$ cat config.mk
export PLATFORM = sky130hd
export DESIGN_NAME = alu_core
export DESIGN_NICKNAME = d
export VERILOG_FILES = /design/src/core/alu_pkg.sv /design/src/core/alu_core.sv
export SDC_FILE = /design/constraint.sdc
export NUM_CORES = 1
export LEC_CHECK = 0
export BUFFER_PORTS_ARGS = -buffer_cell sky130_fd_sc_hd__buf_2
export CAP_MARGIN = 0
export CORE_MARGIN = 1
export CORE_UTILIZATION = 35
export CTS_CLUSTER_DIAMETER = 40
export DETAILED_ROUTE_END_ITERATION = 8
export SLEW_MARGIN = 20
export SYNTH_ARGS = -nofsm -noshare
export SYNTH_HDL_FRONTEND = slang
export SYNTH_SLANG_ARGS = --single-unit
$ cat constraint.sdc
create_clock -name mclk -period 2 [get_ports mclk]
set_input_delay 0.3 -clock mclk [delete_from_list [all_inputs] [get_ports mclk]]
set_output_delay 0.3 -clock mclk [all_outputs]
set_load 0.03 [all_outputs]
$ cat src/core/alu_pkg.sv
// Package: opcodes, flag layout and timing of the arithmetic logic unit
package alu_pkg;
  localparam int ALU_W = 8;
  // Operation codes presented by instruction decode
  typedef enum logic [4:0] {
    OP_ADD, OP_ADD_CARRY, OP_WORD_PLUS_IMM, OP_MINUS, OP_MINUS_WITH_CARRY,
    OP_WORD_MINUS_IMM, OP_CONJ, OP_DISJ, OP_EXCL_DISJ, OP_SET_BITS,
    OP_CLEAR_BITS, OP_ZERO_SIGN_CHECK, OP_UNSIGNED_PRODUCT,
    OP_SIGNED_PRODUCT, OP_MIXED_SIGN_PRODUCT, OP_FRAC_UNSIGNED_PRODUCT,
    OP_FRAC_SIGNED_PRODUCT, OP_FRAC_MIXED_PRODUCT
  } alu_op_t;
  // Status flag positions in the flag byte
  localparam int FLAG_C = 0;
  localparam int FLAG_Z = 1;
  localparam int FLAG_N = 2;
  localparam int FLAG_V = 3;
  localparam int FLAG_S = 4;
  localparam int FLAG_H = 5;
  localparam logic [7:0] FLAGS_RESET = 8'h00;
  localparam logic [7:0] MASK_ALL = 8'hFF;
  // Flag write enables per operation class
  localparam logic [7:0] WE_BYTE_ARITH = 8'h2F;  // C Z N V H
  localparam logic [7:0] WE_LOGIC      = 8'h0E;  // Z N V only
  localparam logic [7:0] WE_WORD       = 8'h1F;  // C Z N V S
  localparam logic [7:0] WE_PRODUCT    = 8'h03;  // C Z
  // Cycle counts per operation class
  localparam int CYC_SINGLE = 1;
  localparam int CYC_DOUBLE = 2;
  // Request from decode
  typedef struct packed {
    logic       start;
    alu_op_t    op;
    logic [7:0] dst;
    logic [7:0] src;
    logic [7:0] dst_hi;
  } alu_req_t;
  // Result towards the register file
  typedef struct packed {
    logic        done;
    logic        wide;
    logic [15:0] result;
    logic [7:0]  flags;
    logic [7:0]  flag_we;
  } alu_res_t;
endpackage : alu_pkg

$ cat src/core/alu_core.sv
// Arithmetic and logic execution unit with two-cycle word and product path
`timescale 1ns/1ps
// Contract
// RL1: Add writes the 8-bit sum and updates Z,C,N,V,H in one cycle.
// RL2: Add with carry also adds the carry flag, Z,C,N,V,H, one cycle.
// RL3: Word plus immediate adds a constant to a pair, Z,C,N,V,S, two cycles.
// RL4: Subtract of register or constant stores it, Z,C,N,V,H, one cycle.
// RL5: Subtract with carry also subtracts carry, Z,C,N,V,H, one cycle.
// RL6: Word minus immediate subtracts from a pair, Z,C,N,V,S, two cycles.
// RL7: Conjunction stores the AND and updates only Z,N,V in one cycle.
// RL8: Disjunction and exclusive disjunction update Z,N,V in one cycle.
// RL9: Set bits ORs a mask in, clear bits ANDs with 0xFF minus mask; Z,N,V.
// RL10: Zero/sign check ANDs a register with itself, sets Z,N,V, one cycle.
// RL11: Multiplies put the 16-bit product in R1:R0, update Z,C, two cycles.
// RL12: Fractional multiplies shift the product left by one, Z,C, two cycles.
// RL13: Z marks a zero result, N copies the msb, others two's complement.
module alu_core
  import alu_pkg::*;
(
  input  wire logic     mclk,
  input  wire logic     resetn,
  input  wire alu_req_t req,
  input  wire logic     carry_in,
  output alu_res_t      res,
  output logic          busy
);

  typedef enum logic {ST_IDLE, ST_SECOND} alu_state_t;

  typedef struct packed {
    alu_state_t state;
    alu_res_t   res;
    logic       busy;
    alu_op_t    op;
    logic [16:0] acc;
    logic        bit15;
  } alu_s_t;

  alu_s_t s, next_s;

  // Byte subtracting forms invert carry and half carry
  function automatic logic is_sub_op(input alu_op_t op);
    return (op == OP_MINUS) || (op == OP_MINUS_WITH_CARRY);
  endfunction : is_sub_op

  // Forms that feed the stored carry into the sum
  function automatic logic uses_carry(input alu_op_t op);
    return (op == OP_ADD_CARRY) || (op == OP_MINUS_WITH_CARRY);
  endfunction : uses_carry

  // Register pair forms
  function automatic logic is_word_op(input alu_op_t op);
    return (op == OP_WORD_PLUS_IMM) || (op == OP_WORD_MINUS_IMM);
  endfunction : is_word_op

  // Fractional products shift the result left by one
  function automatic logic is_frac_op(input alu_op_t op);
    return (op == OP_FRAC_UNSIGNED_PRODUCT) ||
           (op == OP_FRAC_SIGNED_PRODUCT) ||
           (op == OP_FRAC_MIXED_PRODUCT);
  endfunction : is_frac_op

  // Destination is signed in the signed and mixed products
  function automatic logic dst_signed(input alu_op_t op);
    return (op == OP_SIGNED_PRODUCT) || (op == OP_MIXED_SIGN_PRODUCT) ||
           (op == OP_FRAC_SIGNED_PRODUCT) || (op == OP_FRAC_MIXED_PRODUCT);
  endfunction : dst_signed

  // Source stays unsigned in the mixed forms
  function automatic logic src_signed(input alu_op_t op);
    return (op == OP_SIGNED_PRODUCT) || (op == OP_FRAC_SIGNED_PRODUCT);
  endfunction : src_signed

  // Word flags from the 16-bit result and the old top bit of the pair;
  // the constant is unsigned, so the old bit 15 decides carry and overflow
  function automatic logic [7:0] word_flags(input logic [15:0] r,
                                            input logic        old15,
                                            input logic        plus);
    logic [7:0] f;
    logic       v;
    f         = FLAGS_RESET;
    v         = plus ? (r[15] & ~old15) : (~r[15] & old15);
    f[FLAG_Z] = (r == 16'h0000);        // RL13
    f[FLAG_N] = r[15];                  // RL13
    f[FLAG_C] = plus ? (~r[15] & old15) : (r[15] & ~old15);
    f[FLAG_V] = v;
    f[FLAG_S] = r[15] ^ v;
    return f;
  endfunction : word_flags

  // Byte flags shared by every 8-bit result
  function automatic logic [7:0] byte_flags(input logic [7:0] r,
                                            input logic c,
                                            input logic v,
                                            input logic h);
    logic [7:0] f;
    f          = FLAGS_RESET;
    f[FLAG_Z]  = (r == 8'h00);          // RL13
    f[FLAG_N]  = r[7];                  // RL13
    f[FLAG_C]  = c;
    f[FLAG_V]  = v;
    f[FLAG_S]  = r[7] ^ v;
    f[FLAG_H]  = h;
    return f;
  endfunction : byte_flags

  logic [8:0]  sum9;
  logic [4:0]  low5;
  logic [7:0]  r8;
  logic [7:0]  opb;
  logic        cin;
  logic        sub;
  logic signed [17:0] prod;

  // Next state; one-cycle forms answer at once, pair and product forms
  // park in a second state so the multiplier path gets a full cycle.
  // The carry input must already hold the carry of a result that is
  // done in this same cycle, or back-to-back carry chains break.
  always_comb begin
    next_s = s;
    next_s.res.done = 1'b0;
    sum9 = 9'h000;
    low5 = 5'h00;
    r8   = 8'h00;
    prod = 18'sh00000;
    sub  = is_sub_op(req.op);
    cin  = uses_carry(req.op) ? carry_in : 1'b0;
    opb  = sub ? ~req.src : req.src;
    case (s.state)
      ST_IDLE: begin
        if (req.start) begin
          case (req.op)
            OP_ADD, OP_ADD_CARRY, OP_MINUS, OP_MINUS_WITH_CARRY: begin
              // Subtract as add of inverse; borrow is inverted carry
              sum9 = {1'b0, req.dst} + {1'b0, opb} + {8'h00, cin ^ sub};
              low5 = {1'b0, req.dst[3:0]} + {1'b0, opb[3:0]}
                     + {4'h0, cin ^ sub};
              r8 = sum9[7:0];
              next_s.res.result = {8'h00, r8};             // RL1 RL4
              next_s.res.flags = byte_flags(r8, sum9[8] ^ sub,
                (req.dst[7] == opb[7]) && (r8[7] != req.dst[7]),
                low5[4] ^ sub);                             // RL2 RL5
              next_s.res.flag_we = WE_BYTE_ARITH;
              next_s.res.wide = 1'b0;
              next_s.res.done = 1'b1;
            end
            OP_CONJ, OP_DISJ, OP_EXCL_DISJ, OP_SET_BITS, OP_CLEAR_BITS,
            OP_ZERO_SIGN_CHECK: begin
              case (req.op)
                OP_CONJ:        r8 = req.dst & req.src;               // RL7
                OP_DISJ:        r8 = req.dst | req.src;               // RL8
                OP_EXCL_DISJ:   r8 = req.dst ^ req.src;               // RL8
                OP_SET_BITS:    r8 = req.dst | req.src;               // RL9
                OP_CLEAR_BITS:  r8 = req.dst & (MASK_ALL - req.src);  // RL9
                default:        r8 = req.dst & req.dst;               // RL10
              endcase
              next_s.res.result = {8'h00, r8};
              // Carry, half carry and sign stay untouched
              next_s.res.flags = byte_flags(r8, 1'b0, 1'b0, 1'b0); // RL7
              next_s.res.flag_we = WE_LOGIC;                      // RL7
              next_s.res.wide = 1'b0;
              next_s.res.done = 1'b1;
            end
            OP_WORD_PLUS_IMM, OP_WORD_MINUS_IMM: begin
              // Pair arithmetic split over two cycles
              next_s.acc = (req.op == OP_WORD_PLUS_IMM)
                ? {1'b0, req.dst_hi, req.dst} + {9'h000, req.src}   // RL3
                : {1'b0, req.dst_hi, req.dst} - {9'h000, req.src};  // RL6
              next_s.bit15 = req.dst_hi[7];
              next_s.op = req.op;
              next_s.busy = 1'b1;
              next_s.state = ST_SECOND;
            end
            default: begin
              // Products: operands widened to 9 bits with chosen sign
              prod = $signed({dst_signed(req.op) & req.dst[7], req.dst})
                   * $signed({src_signed(req.op) & req.src[7], req.src}); // RL11
              next_s.acc = {1'b0, prod[15:0]};
              next_s.op = req.op;
              next_s.busy = 1'b1;
              next_s.state = ST_SECOND;
            end
          endcase
        end
      end
      // Second cycle: finish the pair or the product and drop busy;
      // a start seen here is ignored, so decode must wait for done
      ST_SECOND: begin
        next_s.busy = 1'b0;
        next_s.state = ST_IDLE;
        next_s.res.done = 1'b1;
        next_s.res.wide = 1'b1;
        next_s.res.flags = FLAGS_RESET;
        if (is_word_op(s.op)) begin
          next_s.res.result = s.acc[15:0];
          next_s.res.flags = word_flags(s.acc[15:0], s.bit15,
            s.op == OP_WORD_PLUS_IMM);                          // RL3 RL6
          next_s.res.flag_we = WE_WORD;
        end else begin
          // Fractional forms shift left; carry is product bit 15
          next_s.res.result = is_frac_op(s.op)
                              ? {s.acc[14:0], 1'b0} : s.acc[15:0]; // RL12
          next_s.res.flags[FLAG_C] = s.acc[15];                 // RL11
          next_s.res.flags[FLAG_Z] =
            (next_s.res.result == 16'h0000);                    // RL13
          next_s.res.flag_we = WE_PRODUCT;
        end
      end
      default: next_s.state = ST_IDLE;
    endcase
  end

  // Whole state registered at once
  always_ff @(posedge mclk or negedge resetn) begin
    if (!resetn) begin
      s <= '0;
    end else begin
      s <= next_s;
    end
  end

  // Outputs come straight from the state register, so the result and
  // flags hold steady between done pulses
  assign res  = s.res;
  assign busy = s.busy;

endmodule : alu_core

==> impl_results.md <==
- N_diodes: 0
- Clock Skew: 0.008026 ns
- Asr flop ratio synth: 100.0%
- FF+latch count, synth: 53
- PwrDens: 828.8 nW/µm²
- Final Instance Area: 10230 µm²
- CP max-delay cell: or4_4
- Max stage delay on crit path: 0.54 ns
- Port buffer count: 63
- Most frequent cells in the layout: 192 x buf_4, 90 x nand2_1, 85 x inv_1, 73 x nor2_1, 63 x ha_1
- Failing checks: setup timing
- Detailed placement HPWL: 18.00 mm
- Hold Path Class: in -> reg
- Antenna-violating nets left: 0
- Commonest non-fill, non-tap cell in the layout: buf_4
- Synth Flop Type: dfrtp_1
- CTS clk-pin slew, worst paths: 0.07 ns
- Area Growth Syn to Fin: 35.44%
- Sw Ratio: 43.34%
- Peak VDD IR: 0.4319 mV
- Syn Area/Cell: 8.524 µm²
- Setup_tns: -37.44 ns
- CTS tree: done
- Worst-Skew Late Latency: 0.30 ns
- Initial antenna violation count: 0
- Number of enable flip-flop cells after synthesis: 0
- First-pass GRT wire length: 35.09 mm
- Total Power: 8.478 mW
- CTS Buf Count: 5
- Period minus WS final: 5.269 ns
- CP endpoint kind: flop
- Placed Instances: 1345
- Post-DP Area: 9467 µm²
- Die width: 148.9 µm
- Unrepaired setup endpoints after global routing: true
- Setup CP Type: in -> reg
- Most used cell along the critical path: fa_1
- Mapped cell area: 7552 µm²
- Full die area: 22170 µm²
- Clock Path Buffers: 2
- GRT overflow: 0
- Synth Instances: 886
- H-tree level count: 2
- Die Y-Extent: 148.9 µm
- GPL Wtd Cong: 0.8980
- First-pass DRT Iterations: 7
- Required time worst endpoint: 2.21 ns
- Vias per Instance: 5.032
- Boundary Pins: 68
- Fin Hold WS: 0.2573 ns
- DRC viols: 0
- Setup violations, final: 28
- Nets: 1262
- Setup ws final: -3.269 ns
- Sw Pwr: 3.675 mW
- Sink Count: 53
- Final WL: 21.75 mm
- YS warnings: 0
- Status: finished with violations
- Vias: 6874
- Sequential Power Share: 19.4%
- First DRT Iteration DRCs: 270
- Fin crit share: 263.5%
- Worst relative slew slack: 66.22%
- Share of layout cells above drive strength 1: 35.20%
- CTS root buf: clkbuf_16
- Post-synthesis sequential area ratio: 17.56%
- Maxcap violations: 0
- Arrival time worst endpoint: 5.48 ns
- Total GRT Usage: 20.26%
- Total internal power: 4.803 mW
- Multi-input logic area: 5983 µm²
- Final hold vios: 0
- Area occupied by registers: 1326 µm²
- Comb pwr share: 68.5%
- Pleak: 4.979 nW
- Place WS: -3.684 ns
- Distinct cell type count after synthesis: 75
- Fillers: 2001
- Row count: 53
- Final slew viol count: 0
- Max Fanout on Critical Path: 2
- Fin util: 48.50%
- CP cell instances: buf_2, or4b_4, a211o_4, nand2b_4, fa_1, fa_1, inv_1, fa_1, fa_1, inv_1, fa_1, inv_2, ha_4, a21oi_4, o21ai_2, or4_4, a221oi_4, xnor2_1, a211oi_1
- Fin cells: 1366
- Starting density of the core: 35.81%
- Core Footprint: 21090 µm²
- F_max: 189.8 MHz
- Clock share of power: 12.1%
- Routed len/inst: 15.92 µm
- Setup crit start kind: primary input
- Vias in the first global route: 6863
- Largest net degree at the start of global routing: 35
- Slew @ Worst Pin: 0.5066 ns
## repair_timing
action	4_1_cts	5_1_grt
pin swaps	33	16
endpoints found under the setup margin	30	29
buffers inserted	14	1
hold endpoints to repair	19	0
gates resized for setup	88	19
hold buffers	1	0
cloned	1	0
## power by group through the flow
stage / Clock [mW] / Combinational, mW / Sequential, mW
CTS: 1.06 / 5.84 / 1.64
floorplan: 0 / 3.53 / 1.56
global placement: 0 / 5.11 / 1.65
detailed placement: 0 / 5.16 / 1.66
finish: 1.03 / 5.81 / 1.64
global route: 1.09 / 6.43 / 1.69
## worst max-delay path, delay by kind of cell
family | cells | cell delay [ns]
XOR/XNOR | 1 | 0.10
adder cells (fa/ha/maj) | 6 | 2.61
AO/OA/AOI/OAI | 5 | 1.02
buffers and inverters | 4 | 0.24
AND/OR/NAND/NOR | 3 | 1.20
## per-layer routing
layer	vias to the layer above	GRT usage, %	wire length [µm]	share of wire (%)
met5	-	0	0	0
met4	0	7.908	690	3.2
met3	36	1.254	646	3.0
met2	145	34.33	10540	48
met1	3324	26.95	9869	45
li1	3369	-	-	-
## area by class of cell
class                      instances  area share (%)
timing repair buffer             264           19.74
tap                              275           3.364
clock inverter                     3          0.4893
clock buffer                       5           1.223
multi-input combinational        667           58.50
inverter                          99           3.719
sequential                        53           12.97
## Yosys cell counts (8+ instances only)
cell type / count / area share (%)
a31oi_1: 8 / 0.66
nor3_1: 10 / 0.66
clkbuf_1: 18 / 0.89
mux2_2: 18 / 2.7
xnor2_1: 38 / 4.4
nor3b_1: 11 / 1.1
nor2_1: 79 / 3.9
a21oi_1: 32 / 2.1
nand2_1: 94 / 4.7
dfrtp_1: 53 / 18
ha_1: 74 / 12
fa_1: 65 / 17
nand2b_1: 10 / 0.83
buf_4: 36 / 3.6
a21o_1: 13 / 1.3
and2_1: 10 / 0.83
xor2_1: 11 / 1.3
o21ai_0: 51 / 3.4
inv_1: 95 / 4.7
buf_2: 10 / 0.66
nand3_1: 16 / 1.1
## cell families (layout without fill, tap and decap cells)
logic type / after synthesis / in the layout / share of synthesized area [%]
AOI/OAI and AO/OA: 169 / 169 / 14.99
xor gates and xnor gates: 49 / 49 / 5.683
DFF: 53 / 53 / 17.56
muxes: 25 / 25 / 3.612
adders and majority gates: 139 / 139 / 29.49
buffers and inverters: 169 / 371 / 10.45
and+or+nand+nor: 281 / 281 / 18.16
other: 1 / 4 / 0.04965
## worst paths after layout
| kind | start | endpoint | slack, ns | depth (start not counted) |
|---|---|---|---|---|
| worst max-delay path | req[27] | s[16]$_DFFE_PN0P_ | -3.27 | 19 |
| worst min-delay path | req[29] | res[0]$_DFFE_PN0P_ | 0.26 | 2 |
| worst max register to register | s[19]$_DFFE_PN0P_ | res[22]$_DFFE_PN0P_ | 0.09 | 7 |
| worst min register to register | res[1]$_DFFE_PN0P_ | res[1]$_DFFE_PN0P_ | 0.46 | 1 |
| max in group asynchronous | resetn | res[21]$_DFFE_PN0P_ | 0.94 | 3 |
| min in group asynchronous | resetn | res[25]$_DFFE_PN0P_ | 0.50 | 2 |
## registers in the layout, summed over array words and instances (netlist names)
| name | flops |
|---|---|
| s | 23 |
| busy | 1 |
| res | 29 |
No activity file was read; power rests on OpenSTA's default activity.
